--- src/design/vram_ctl_regs.svh ---
// timing and field constants for the video dram host controller
`ifndef VRAM_CTL_REGS_SVH
`define VRAM_CTL_REGS_SVH

// clock period and least strobe phase time
`define MCLK_NS      25
`define T_PHASE_NS   30
`define PHASE_CYC    ((`T_PHASE_NS + `MCLK_NS - 1) / `MCLK_NS)
// serial clock half period in mclk cycles
`define SC_HALF_CYC  4'h2
// split-transfer tap that is never legal (127 and 255)
`define SPLIT_BAD    7'h7f
// stop-point code field on the address pins
`define STOP_LSB     4
// read fifo depth
`define RD_DEPTH     8

`endif

--- src/design/vram_ctl_pkg.sv ---
// types shared by the video dram host controller
package vram_ctl_pkg;
  typedef enum logic [3:0] {
    OP_READ, OP_WRITE, OP_MASKED_WRITE, OP_BLOCK_WRITE,
    OP_MASK_LOAD, OP_COLOUR_LOAD, OP_FULL_XFER, OP_SPLIT_XFER,
    OP_REF_RESET, OP_REF_NORESET, OP_REF_STOP
  } op_e;

  typedef struct packed {
    op_e         op;
    logic [8:0]  row;
    logic [8:0]  col;
    logic [15:0] data;
    logic [15:0] mask;
    logic [1:0]  byte_en;
    logic        masked;
    logic [3:0]  stop_code;
  } cmd_s;
endpackage

--- src/design/vram_ctl.sv ---
// host-side strobe sequencer for a dual-port video dram
`timescale 1ns/1ps
`include "vram_ctl_regs.svh"

// Contract
// - Nine-bit row address stable on the pins when row strobe falls.
// - Nine-bit column address stable when the first column strobe falls.
// - Split tap on bits zero-six, never 127, 255 or a stop location.
// - Issue a stop-point refresh right after power-up when using stops.
module vram_ctl
  import vram_ctl_pkg::*;
(
  // clock and reset
  input  wire logic        MCLK,
  input  wire logic        RST_N,
  // user command port
  input  wire logic        CMD_VALID,
  output logic             CMD_READY,
  input  wire cmd_s        CMD,
  output logic             CMD_ERR,
  input  wire logic        STOP_USE,
  // user read data
  output logic             RD_VALID,
  input  wire logic        RD_READY,
  output logic [15:0]      RD_DATA,
  // user serial port
  input  wire logic        SER_RUN,
  input  wire logic        SER_OE,
  output logic             SER_VALID,
  output logic [15:0]      SER_DATA,
  output logic             SER_HALF,
  // device parallel pins
  output logic             RAS_N,
  output logic             COL_STROBE_LOW_BYTE_N,
  output logic             COL_STROBE_HIGH_BYTE_N,
  output logic             TRANSFER_SELECT_OE_N,
  output logic             WE_N,
  output logic             SPECIAL_FUNCTION_SELECT,
  output logic [8:0]       MUX_ADDRESS_IN,
  input  wire logic [15:0] PARALLEL_DATA_IO_I,
  output logic [15:0]      PARALLEL_DATA_IO_O,
  output logic             PARALLEL_DATA_IO_OE,
  // device serial pins
  output logic             SERIAL_CLOCK,
  output logic             SERIAL_OUTPUT_ENABLE_N,
  input  wire logic [15:0] SERIAL_DATA_OUT,
  input  wire logic        SERIAL_HALF_INDICATOR
);
  // -----------------------------------------------------------------
  // sequencer
  // -----------------------------------------------------------------
  typedef enum logic [2:0] {
    S_IDLE, S_CBR, S_ROW, S_RAS, S_COL, S_CAS, S_DATA, S_PRE
  } st_e;
  localparam logic [3:0] PH_LAST = 4'(`PHASE_CYC - 1);

  st_e         st_r;
  logic [3:0]  ph_r;
  cmd_s        cur_r;
  logic        init_r;
  logic        persist_r;
  logic        stop_mode_r;
  logic        fifo_rdy;
  logic        push;
  logic        ph_end;
  logic        is_ref;
  logic        is_xfer;
  logic        is_wr;
  logic        bad_tap;
  logic        accept;

  assign ph_end  = (ph_r == PH_LAST);
  assign is_ref  = cur_r.op inside {OP_REF_RESET, OP_REF_NORESET, OP_REF_STOP};
  assign is_xfer = cur_r.op inside {OP_FULL_XFER, OP_SPLIT_XFER};
  assign is_wr   = !(is_xfer || is_ref || cur_r.op == OP_READ);
  // never start a read without room for its word
  assign CMD_READY = (st_r == S_IDLE) && !init_r
                     && (CMD.op != OP_READ || fifo_rdy);
  assign accept    = CMD_VALID && CMD_READY;
  // refuse split taps that the part cannot stop on
  assign bad_tap   = (CMD.op == OP_SPLIT_XFER)
                     && (CMD.col[6:0] == `SPLIT_BAD
                     || (stop_mode_r && CMD.col[3:0] == 4'hf));
  assign push      = (st_r == S_DATA) && ph_end && (cur_r.op == OP_READ);

  // state and phase counter
  always_ff @(posedge MCLK) begin
    if (!RST_N) begin
      st_r    <= S_IDLE;
      ph_r    <= 4'h0;
      init_r  <= 1'b1;
      cur_r   <= '0;
      CMD_ERR <= 1'b0;
    end else begin
      CMD_ERR <= 1'b0;
      ph_r    <= ph_end ? 4'h0 : ph_r + 4'h1;
      unique case (st_r)
        S_IDLE: begin
          ph_r <= 4'h0;
          if (init_r) begin
            init_r <= 1'b0;
            if (STOP_USE) begin
              cur_r    <= '0;
              cur_r.op <= OP_REF_STOP;
              st_r     <= S_CBR;
            end
          end else if (accept && bad_tap) begin
            CMD_ERR <= 1'b1;
          end else if (accept) begin
            cur_r <= CMD;
            st_r  <= (CMD.op inside {OP_REF_RESET, OP_REF_NORESET,
                      OP_REF_STOP}) ? S_CBR : S_ROW;
          end
        end
        S_CBR:  if (ph_end) st_r <= S_RAS;
        S_ROW:  if (ph_end) st_r <= S_RAS;
        S_RAS:  if (ph_end) st_r <= is_ref ? S_PRE : S_COL;
        S_COL:  if (ph_end) st_r <= S_CAS;
        S_CAS:  if (ph_end) st_r <= S_DATA;
        S_DATA: if (ph_end) st_r <= S_PRE;
        S_PRE:  if (ph_end) st_r <= S_IDLE;
      endcase
    end
  end

  // mirror of the device's persistent and stop modes
  always_ff @(posedge MCLK) begin
    if (!RST_N) begin
      persist_r   <= 1'b0;
      stop_mode_r <= 1'b0;
    end else if (st_r == S_PRE && ph_end) begin
      if (cur_r.op == OP_MASK_LOAD) persist_r <= 1'b1;
      if (cur_r.op == OP_REF_STOP) stop_mode_r <= 1'b1;
      if (cur_r.op == OP_REF_RESET) begin
        persist_r   <= 1'b0;
        stop_mode_r <= 1'b0;
      end
    end
  end

  // -----------------------------------------------------------------
  // pin decode, registered one cycle behind the state
  // -----------------------------------------------------------------
  logic        ras_nxt;
  logic [1:0]  cas_nxt;
  logic        trg_nxt;
  logic        we_nxt;
  logic        dsf_nxt;
  logic [8:0]  addr_nxt;
  logic [15:0] dq_nxt;
  logic        oe_nxt;
  logic        mwr;
  logic        row_ph;
  logic        col_ph;

  always_comb begin
    mwr      = cur_r.op == OP_MASKED_WRITE
               || (cur_r.op == OP_BLOCK_WRITE && cur_r.masked);
    row_ph   = (st_r == S_ROW) || (st_r == S_RAS && !is_ref);
    col_ph   = st_r inside {S_COL, S_CAS, S_DATA};
    ras_nxt  = !(st_r inside {S_RAS, S_COL, S_CAS, S_DATA});
    cas_nxt  = 2'b11;
    trg_nxt  = 1'b1;
    we_nxt   = 1'b1;
    dsf_nxt  = 1'b0;
    addr_nxt = MUX_ADDRESS_IN;
    dq_nxt   = PARALLEL_DATA_IO_O;
    oe_nxt   = 1'b0;
    if (st_r == S_CBR || (st_r == S_RAS && is_ref)) begin
      // column strobes fall ahead of the row strobe for refresh
      cas_nxt  = 2'b00;
      we_nxt   = (cur_r.op != OP_REF_STOP);
      dsf_nxt  = (cur_r.op != OP_REF_RESET);
      addr_nxt = 9'({cur_r.stop_code, 4'h0});
    end else if (row_ph) begin
      addr_nxt = cur_r.row;
      trg_nxt  = !is_xfer;
      we_nxt   = !mwr;
      dsf_nxt  = cur_r.op inside {OP_MASK_LOAD, OP_COLOUR_LOAD,
                 OP_SPLIT_XFER};
      // fresh mask rides the data pins unless the stored one persists
      oe_nxt   = mwr && !persist_r;
      dq_nxt   = cur_r.mask;
    end else if (col_ph) begin
      addr_nxt = cur_r.col;
      dsf_nxt  = cur_r.op inside {OP_BLOCK_WRITE, OP_COLOUR_LOAD};
      we_nxt   = !is_wr;
      oe_nxt   = is_wr;
      dq_nxt   = cur_r.data;
      trg_nxt  = is_xfer ? (st_r == S_DATA)
                 : !(cur_r.op == OP_READ && st_r != S_COL);
      if (st_r != S_COL) begin
        cas_nxt = is_xfer ? 2'b00 : ~cur_r.byte_en;
      end
    end
  end

  // parallel pin flops
  always_ff @(posedge MCLK) begin
    if (!RST_N) begin
      RAS_N                   <= 1'b1;
      COL_STROBE_LOW_BYTE_N   <= 1'b1;
      COL_STROBE_HIGH_BYTE_N  <= 1'b1;
      TRANSFER_SELECT_OE_N    <= 1'b1;
      WE_N                    <= 1'b1;
      SPECIAL_FUNCTION_SELECT <= 1'b0;
      MUX_ADDRESS_IN          <= 9'h000;
      PARALLEL_DATA_IO_O      <= 16'h0000;
      PARALLEL_DATA_IO_OE     <= 1'b0;
    end else begin
      RAS_N                   <= ras_nxt;
      COL_STROBE_LOW_BYTE_N   <= cas_nxt[0];
      COL_STROBE_HIGH_BYTE_N  <= cas_nxt[1];
      TRANSFER_SELECT_OE_N    <= trg_nxt;
      WE_N                    <= we_nxt;
      SPECIAL_FUNCTION_SELECT <= dsf_nxt;
      MUX_ADDRESS_IN          <= addr_nxt;
      PARALLEL_DATA_IO_O      <= dq_nxt;
      PARALLEL_DATA_IO_OE     <= oe_nxt;
    end
  end

  // read words wait here so a slow consumer stalls new reads
  rd_fifo #(.W(16), .D(`RD_DEPTH)) u_fifo (
    .clk       (MCLK),
    .rst_n     (RST_N),
    .in_valid  (push),
    .in_ready  (fifo_rdy),
    .in_data   (PARALLEL_DATA_IO_I),
    .out_valid (RD_VALID),
    .out_ready (RD_READY),
    .out_data  (RD_DATA)
  );

  // -----------------------------------------------------------------
  // serial port
  // -----------------------------------------------------------------
  logic [3:0] sc_cnt_r;

  // divided serial clock; each rise steps the device's counter
  always_ff @(posedge MCLK) begin
    if (!RST_N) begin
      sc_cnt_r     <= 4'h0;
      SERIAL_CLOCK <= 1'b0;
    end else if (SER_RUN || SERIAL_CLOCK) begin
      sc_cnt_r <= (sc_cnt_r == `SC_HALF_CYC - 4'h1) ? 4'h0 : sc_cnt_r + 4'h1;
      if (sc_cnt_r == `SC_HALF_CYC - 4'h1) begin
        SERIAL_CLOCK <= !SERIAL_CLOCK;
      end
    end
  end

  // sample the word one half period after each rise
  always_ff @(posedge MCLK) begin
    if (!RST_N) begin
      SERIAL_OUTPUT_ENABLE_N <= 1'b1;
      SER_VALID              <= 1'b0;
      SER_DATA               <= 16'h0000;
      SER_HALF               <= 1'b0;
    end else begin
      SERIAL_OUTPUT_ENABLE_N <= !SER_OE;
      SER_VALID <= 1'b0;
      if (SERIAL_CLOCK && sc_cnt_r == `SC_HALF_CYC - 4'h1
          && !SERIAL_OUTPUT_ENABLE_N) begin
        SER_VALID <= 1'b1;
        SER_DATA  <= SERIAL_DATA_OUT;
        SER_HALF  <= SERIAL_HALF_INDICATOR;
      end
    end
  end

  // -----------------------------------------------------------------
  // assertions
  // -----------------------------------------------------------------
  logic seen_ras_r;
  always_ff @(posedge MCLK) begin
    if (!RST_N) seen_ras_r <= 1'b0;
    else if (!RAS_N) seen_ras_r <= 1'b1;
  end
endmodule

--- src/design/rd_fifo.sv ---
// small flip-flop fifo with valid/ready on both sides
`timescale 1ns/1ps
module rd_fifo #(
  parameter int W = 16,
  parameter int D = 8
) (
  input  wire logic         clk,
  input  wire logic         rst_n,
  input  wire logic         in_valid,
  output logic              in_ready,
  input  wire logic [W-1:0] in_data,
  output logic              out_valid,
  input  wire logic         out_ready,
  output logic [W-1:0]      out_data
);
  localparam int AW = $clog2(D);
  logic [W-1:0]  mem_r [D];
  logic [AW-1:0] wp_r;
  logic [AW-1:0] rp_r;
  logic [AW:0]   cnt_r;
  logic          push;
  logic          pop;

  assign in_ready  = (cnt_r != D[AW:0]);
  assign out_valid = (cnt_r != '0);
  assign push      = in_valid && in_ready;
  assign pop       = out_valid && out_ready;
  assign out_data  = mem_r[rp_r];

  // storage written by index
  always_ff @(posedge clk) begin
    if (push) begin
      mem_r[wp_r] <= in_data;
    end
  end

  // pointers and fill count
  always_ff @(posedge clk) begin
    if (!rst_n) begin
      wp_r  <= '0;
      rp_r  <= '0;
      cnt_r <= '0;
    end else begin
      if (push) begin
        wp_r <= (wp_r == AW'(D - 1)) ? '0 : wp_r + 1'b1;
      end
      if (pop) begin
        rp_r <= (rp_r == AW'(D - 1)) ? '0 : rp_r + 1'b1;
      end
      cnt_r <= cnt_r + {{AW{1'b0}}, push} - {{AW{1'b0}}, pop};
    end
  end
endmodule

--- config.mk ---
export PLATFORM = sky130hd
export DESIGN_NAME = vram_ctl
export DESIGN_NICKNAME = d
export VERILOG_FILES = /design/src/design/vram_ctl_pkg.sv /design/src/design/vram_ctl.sv /design/src/design/rd_fifo.sv
export VERILOG_INCLUDE_DIRS = /design/src /design/src/design
export SDC_FILE = /design/constraint.sdc
export NUM_CORES = 1
export LEC_CHECK = 0
export ABC_AREA = 0
export BUFFER_PORTS_ARGS = -buffer_cell sky130_fd_sc_hd__buf_2
export CELL_PAD_IN_SITES_DETAIL_PLACEMENT = 1
export CELL_PAD_IN_SITES_GLOBAL_PLACEMENT = 2
export CORE_MARGIN = 4
export CORE_UTILIZATION = 35
export CTS_BUF_LIST = sky130_fd_sc_hd__clkbuf_4 sky130_fd_sc_hd__clkbuf_8
export CTS_CLUSTER_SIZE = 10
export DETAILED_ROUTE_END_ITERATION = 7
export PLACE_DENSITY = 0.82
export SLEW_MARGIN = 20
export SYNTH_ARGS = -nofsm -noshare
export SYNTH_HDL_FRONTEND = slang
export SYNTH_SLANG_ARGS = --single-unit
--- constraint.sdc ---
create_clock -name MCLK -period 3 [get_ports MCLK]
set_input_delay 0.45 -clock MCLK [delete_from_list [all_inputs] [get_ports MCLK]]
set_output_delay 0.45 -clock MCLK [all_outputs]
set_load 0.1 [all_outputs]
[Word level (Yosys, flattened, before mapping)]
Memory sizes are Yosys's and may differ from the RTL's. A register that Yosys moved wholly into a read port is not among the register bits.
Cells that the tools add are included.
Word-level totals
  memories kept: 1
  bits in writable memories: 128
  bits in registers: 138
Memories
  u_fifo.mem_r: depth 8, bits a word 16, read ports 1, clocked after Yosys merged registers in 1, write ports 1, line rd_fifo.sv:17  | logic [W-1:0] mem_r [D];
Cells by class
  multiplexer cells: 51
  add/subtract/negate cells: 6
  bitwise gates (word level): 4
  eq/ne operators: 41
  reductions and logical operators: 63
Operators with widths (count)
  61-bit 2-to-1 mux: 4
  3-bit 2-to-1 mux: 14
  16-bit 2-to-1 mux: 2
  4-bit equality test, second input constant: 7
  3-bit one-hot mux with 7 select lines: 1
  4-bit by 3-bit equality test with 1-bit output, second input constant: 5
  1-bit 2-to-1 mux: 19
  3-bit equality test, second input constant: 6
  1-bit logical AND: 18
  9-bit 2-to-1 mux: 2
  3-bit nonzero test: 5
  2-bit 2-to-1 mux: 7
  2-bit inequality test, second input constant: 7
  3-bit inequality test, second input constant: 4
  4-bit inequality test, second input constant: 3
  2-bit nonzero test: 6
  4-bit nonzero test: 3
  1-bit zero test: 11
  9-bit AND reduction: 1
  4-bit by 1-bit adder with 4-bit output, second input constant: 2
  4-bit by 1-bit equality test with 1-bit output, second input constant: 2
  4-bit by 2-bit equality test with 1-bit output, second input constant: 2
  1-bit logical OR: 8
  8-bit 2-to-1 mux: 1
  other kinds (16): 25

[Longest topological paths before layout]
  depth after elaboration: 8
  gate-level depth with buffers: 12

[Cells and area by module]
Synthesis repeated with hierarchy kept, for this count alone.
Second synthesis, totals
  cell total of the unflattened synthesis: 883
  area total of the unflattened synthesis: 11402.2 um2
Modules (own cells, without submodules)
  vram_ctl: instances 1, cells an instance 618, sequential area each 2562.5 um2, area an instance 5774.3 um2
  rd_fifo: instances 1, cells an instance 265, sequential area each 4103.9 um2, area an instance 5627.9 um2

[Least setup slack after synthesis]
Ideal clock, no wire load.
  kind: register -> register
  start: register cur_r[57] (netlist bit)
  end: memory u_fifo.mem_r[0][0] (enable)
  path buffers: 2
  arrival: 2.498 ns
  period minus slack after synthesis: 2.907 ns
  path slack: 0.093 ns
  cell stages (with the launch flop): 7
  required time: 2.591 ns
  cells stage by stage: dfxtp_1 > clkbuf_1 > nor3_1 > and4_1 > clkbuf_1 > nand2b_1 > nor3_1
Between the ends
  cells in the longest elaborated chain, start to end: 5
Ends and longest elaborated chain
  start: declaration: line vram_ctl.sv:59  | cmd_s cur_r;
  4-bit zero test: line vram_ctl.sv:84  | assign push = (st_r == S_DATA) && ph_end && (cur_r.op == OP_READ);
  1-bit logical AND: line vram_ctl.sv:84
  1-bit logical AND: line rd_fifo.sv:26  | assign push = in_valid && in_ready;
  1-bit 2-to-1 mux: line rd_fifo.sv:32  | if (push) begin
  1-bit 2-to-1 mux (not written as such): line rd_fifo.sv:33  | mem_r[wp_r] <= in_data;
  end: declaration: line rd_fifo.sv:17
No other way between the ends.

==> summary.txt <==
Outcome
  • Status: finished, final reports clean

Synth
  • Yosys reg bits: ~270
  • Number of flops mapped to enable cells by yosys: roughly 130
  • Syn_area_per_cell: between 10 and 15 µm²
  • Syn nets: 1135
  • Dominant cell type by area after synthesis: edfxtp_1
  • Post-synth top flop: dfxtp_1
  • Share of flip-flops with an asynchronous set or reset: 0%
  • Cells after synthesis: approximately 1k
  • Synth top area share: 32.9%
  • Seq/Total Area, Yosys: around 57%
  • Top post-synthesis cells by count: dfxtp_1 (141), edfxtp_1 (128), nand2_1 (112)
  • Area contributors post-synth: edfxtp_1 (33%), dfxtp_1 (24%), mux4_2 (6.2%), o31a_1 (4.2%), nand2_1 (3.6%)
  • Most common cell in the synthesized netlist: dfxtp_1
  • Mapped cell area: 11700 µm²
  • YS warnings: 0
  • Yosys cell types: 62

Worst setup path
  • CP peak stage delay: 0.56 ns
  • CP Launch Type: flop
  • Kind of critical path: flop to output port
  • Buffers & Inverters on Critical Path: 2
  • Critical Path, Cell by Cell: buf_12 -> mux4_2 -> mux2_2 -> buf_2
  • Critical Path Sink Type: output port
  • Arrival @ worst endpoint: roughly 2.4 ns
  • WP data required: 2.55 ns
  • CP delay by family, top: multiplexers
  • CP Max Fanout: 32
  • Critical path's slowest cell: mux4_2

Layout
  • Area used by multi-input combinational logic: about 4600 µm²
  • Seq. cell area: 6670 µm²
  • Layout Cells excl Fill: 1672
  • # fillers: 3615
  • Layout cells sized above 1: about 28%
  • Post-layout instance area: 14200 µm²
  • Area Growth Syn to Fin: 21.5%
  • Nets: between 1k and 1.5k

Floorplanning
  • Ports: approximately 170
  • Initial Utilization: 35.7%
  • Core area: ~33000 µm²
  • Die height: 191 µm
  • Chip width: 191 µm
  • Die area: roughly 36000 µm²
  • Row count: 66

Timing
  • # setup viols final: 0
  • Worst-Margin Slew: 0.729 ns
  • Fin crit share: 95.2%
  • Final min period: 2.86 ns
  • Final number of max-transition violations: 0
  • RSZ-0062 raised after global routing: no
  • Clock Skew: 0.0278 ns
  • Fin. Hold Viols: 0
  • Total negative slack: 0 ns
  • F_max: 0.350 GHz
  • Max_slew headroom: 51.1%
  • WHS: slightly above 0.1 ns

Clock tree
  • Reg clk slew, reported paths: 0.06 ns
  • Worst skew pair latency: 0.60 ns
  • Cts bufs inserted: 48
  • CTS sink cnt: ~270
  • # H-tree levels: 2
  • CTS max path bufs: 3
  • TritonCTS clock tree: done
  • Clk root buf: clkbuf_8
  • Post-cts sizing count: 0
  • Post-CTS Setup Inserts: 0

Placed design
  • DP HPWL: roughly 21 mm
  • Post-place instance area: 13100 µm²
  • Port Buffers: 171
  • Number of cells after detailed placement: 1581
  • GP Congestion: 0.788

Global routing
  • Total GRT Usage: 17.7%
  • Pin count of the biggest net entering global routing: 55
  • Initial antenna violation count: 4
  • Total gr overflow: 0
  • Vias in the first global route: 9257
  • First-pass GRT wire length: around 52 mm

Route
  • Final wirelength: 32.6 mm
  • DRC violations left: 0
  • Via Count: 8702
  • DR iter-0 viols: 478
  • Routed Antenna Nets: 0
  • First-pass DRT Iterations: 4
  • DR WL/cell: about 20 µm
  • Vias/cell: ~5.2

Pwr
  • Pleak: 0.00562 µW
  • Max VDD drop: approximately 500 µV
  • Power per cell area: 884 nW/µm²

Hold path
  • Hold crit path type: input port to flop

Flow run
  • Max Cap Viol: 0
==> power by group <==
group	switching, µW	internal [µW]	leakage [µW]
registers	323	4200	0.00230
clock network	1610	2290	0.000584
logic	2930	1210	0.00274
total	4850	7700	0.00562
==> repair_timing <==
action                                  4_1_cts  5_1_grt
hold endpoints to repair                      1        0
endpoints found under the setup margin        0        0
hold buffers                                  1        0
==> registers in the layout (all words and copies together) (netlist names), 4 cells and up, named ones only <==
register,flops
cur_r,61
MUX_ADDRESS_IN,9
sc_cnt_r,4
u_fifo.mem_r,128
u_fifo.cnt_r,4
PARALLEL_DATA_IO_O,16
SER_DATA,16
ph_r,4
==> layer usage <==
layer	wire length, µm	track usage [%]	vias to the layer above
li1	-	-	4117
met3	1860	4.52	56
met4	637	4.64	6
met1	14000	22.6	4319
met2	16100	30.0	204
met5	47	0	-
==> worst paths after layout <==
path / startpoint / end / slack (ns) / depth (start not counted)
max: flop / RD_DATA[2] / 0.14 / 4
min: SERIAL_DATA_OUT[10] / SER_DATA[10] / 0.10 / 3
max reg2reg: u_fifo.cnt_r[2] / u_fifo.cnt_r[2] / 0.46 / 12
min reg2reg: MUX_ADDRESS_IN[8] / MUX_ADDRESS_IN[8] / 0.47 / 2
==> cell usage in the layout (no fill, tap or decap), drive strengths merged, types with 7 or more instances in the layout <==
cell,count
nand2,112
a22oi,9
nor2,65
a21oi,74
dfxtp,141
mux2,17
mux4,32
clkinv,13
and3,58
edfxtp,128
and2,57
a311oi,16
buf,203
o21ai,10
clkbuf,70
ha,12
o31a,56
nor3,14
nand3,16
a31oi,7
mux2i,22
inv,16
==> final cells by class <==
type / instances / area share (%)
Clock inverter: 19 / 1.58
Tap cell: 442 / 3.89
Sequential cell: 269 / 46.9
Clock buffer: 70 / 6.30
Antenna cell: 1 / 0.0176
Inverter: 14 / 0.370
Multi-Input combinational cell: 653 / 32.6
Timing Repair Buffer: 204 / 8.31
==> kinds of logic after synthesis <==
kind of cell	synth area share [%]
xor+xnor	0.524
fa+ha+maj	1.46
buf+inv	3.61
compound gates	12.5
flops	57.0
mux	9.69
simple gates	15.2
==> per-stage QoR <==
stage	utilization [%]	power, µW	setup slack [ns]
after floorplan	-	7760	0.0932
final	43.3	12600	0.143
after global placement	39.9	8700	0.533
after global routing	43.3	13300	0.0219
after CTS	43.3	12800	0.0642
after detailed placement	39.9	8770	0.454
==> worst register-to-register path, cell delays in order (launching register included) <==
cell and delay [ns]:
dfxtp_1 0.30, inv_1 0.10, ha_1 0.16, or3b_2 0.48, nand2_1 0.16, inv_1 0.06, ha_1 0.29, inv_1 0.06
ha_1 0.16, inv_1 0.06, fa_1 0.40, xor2_1 0.14, nor2_1 0.05
No activity file was read; power rests on OpenSTA's default activity.
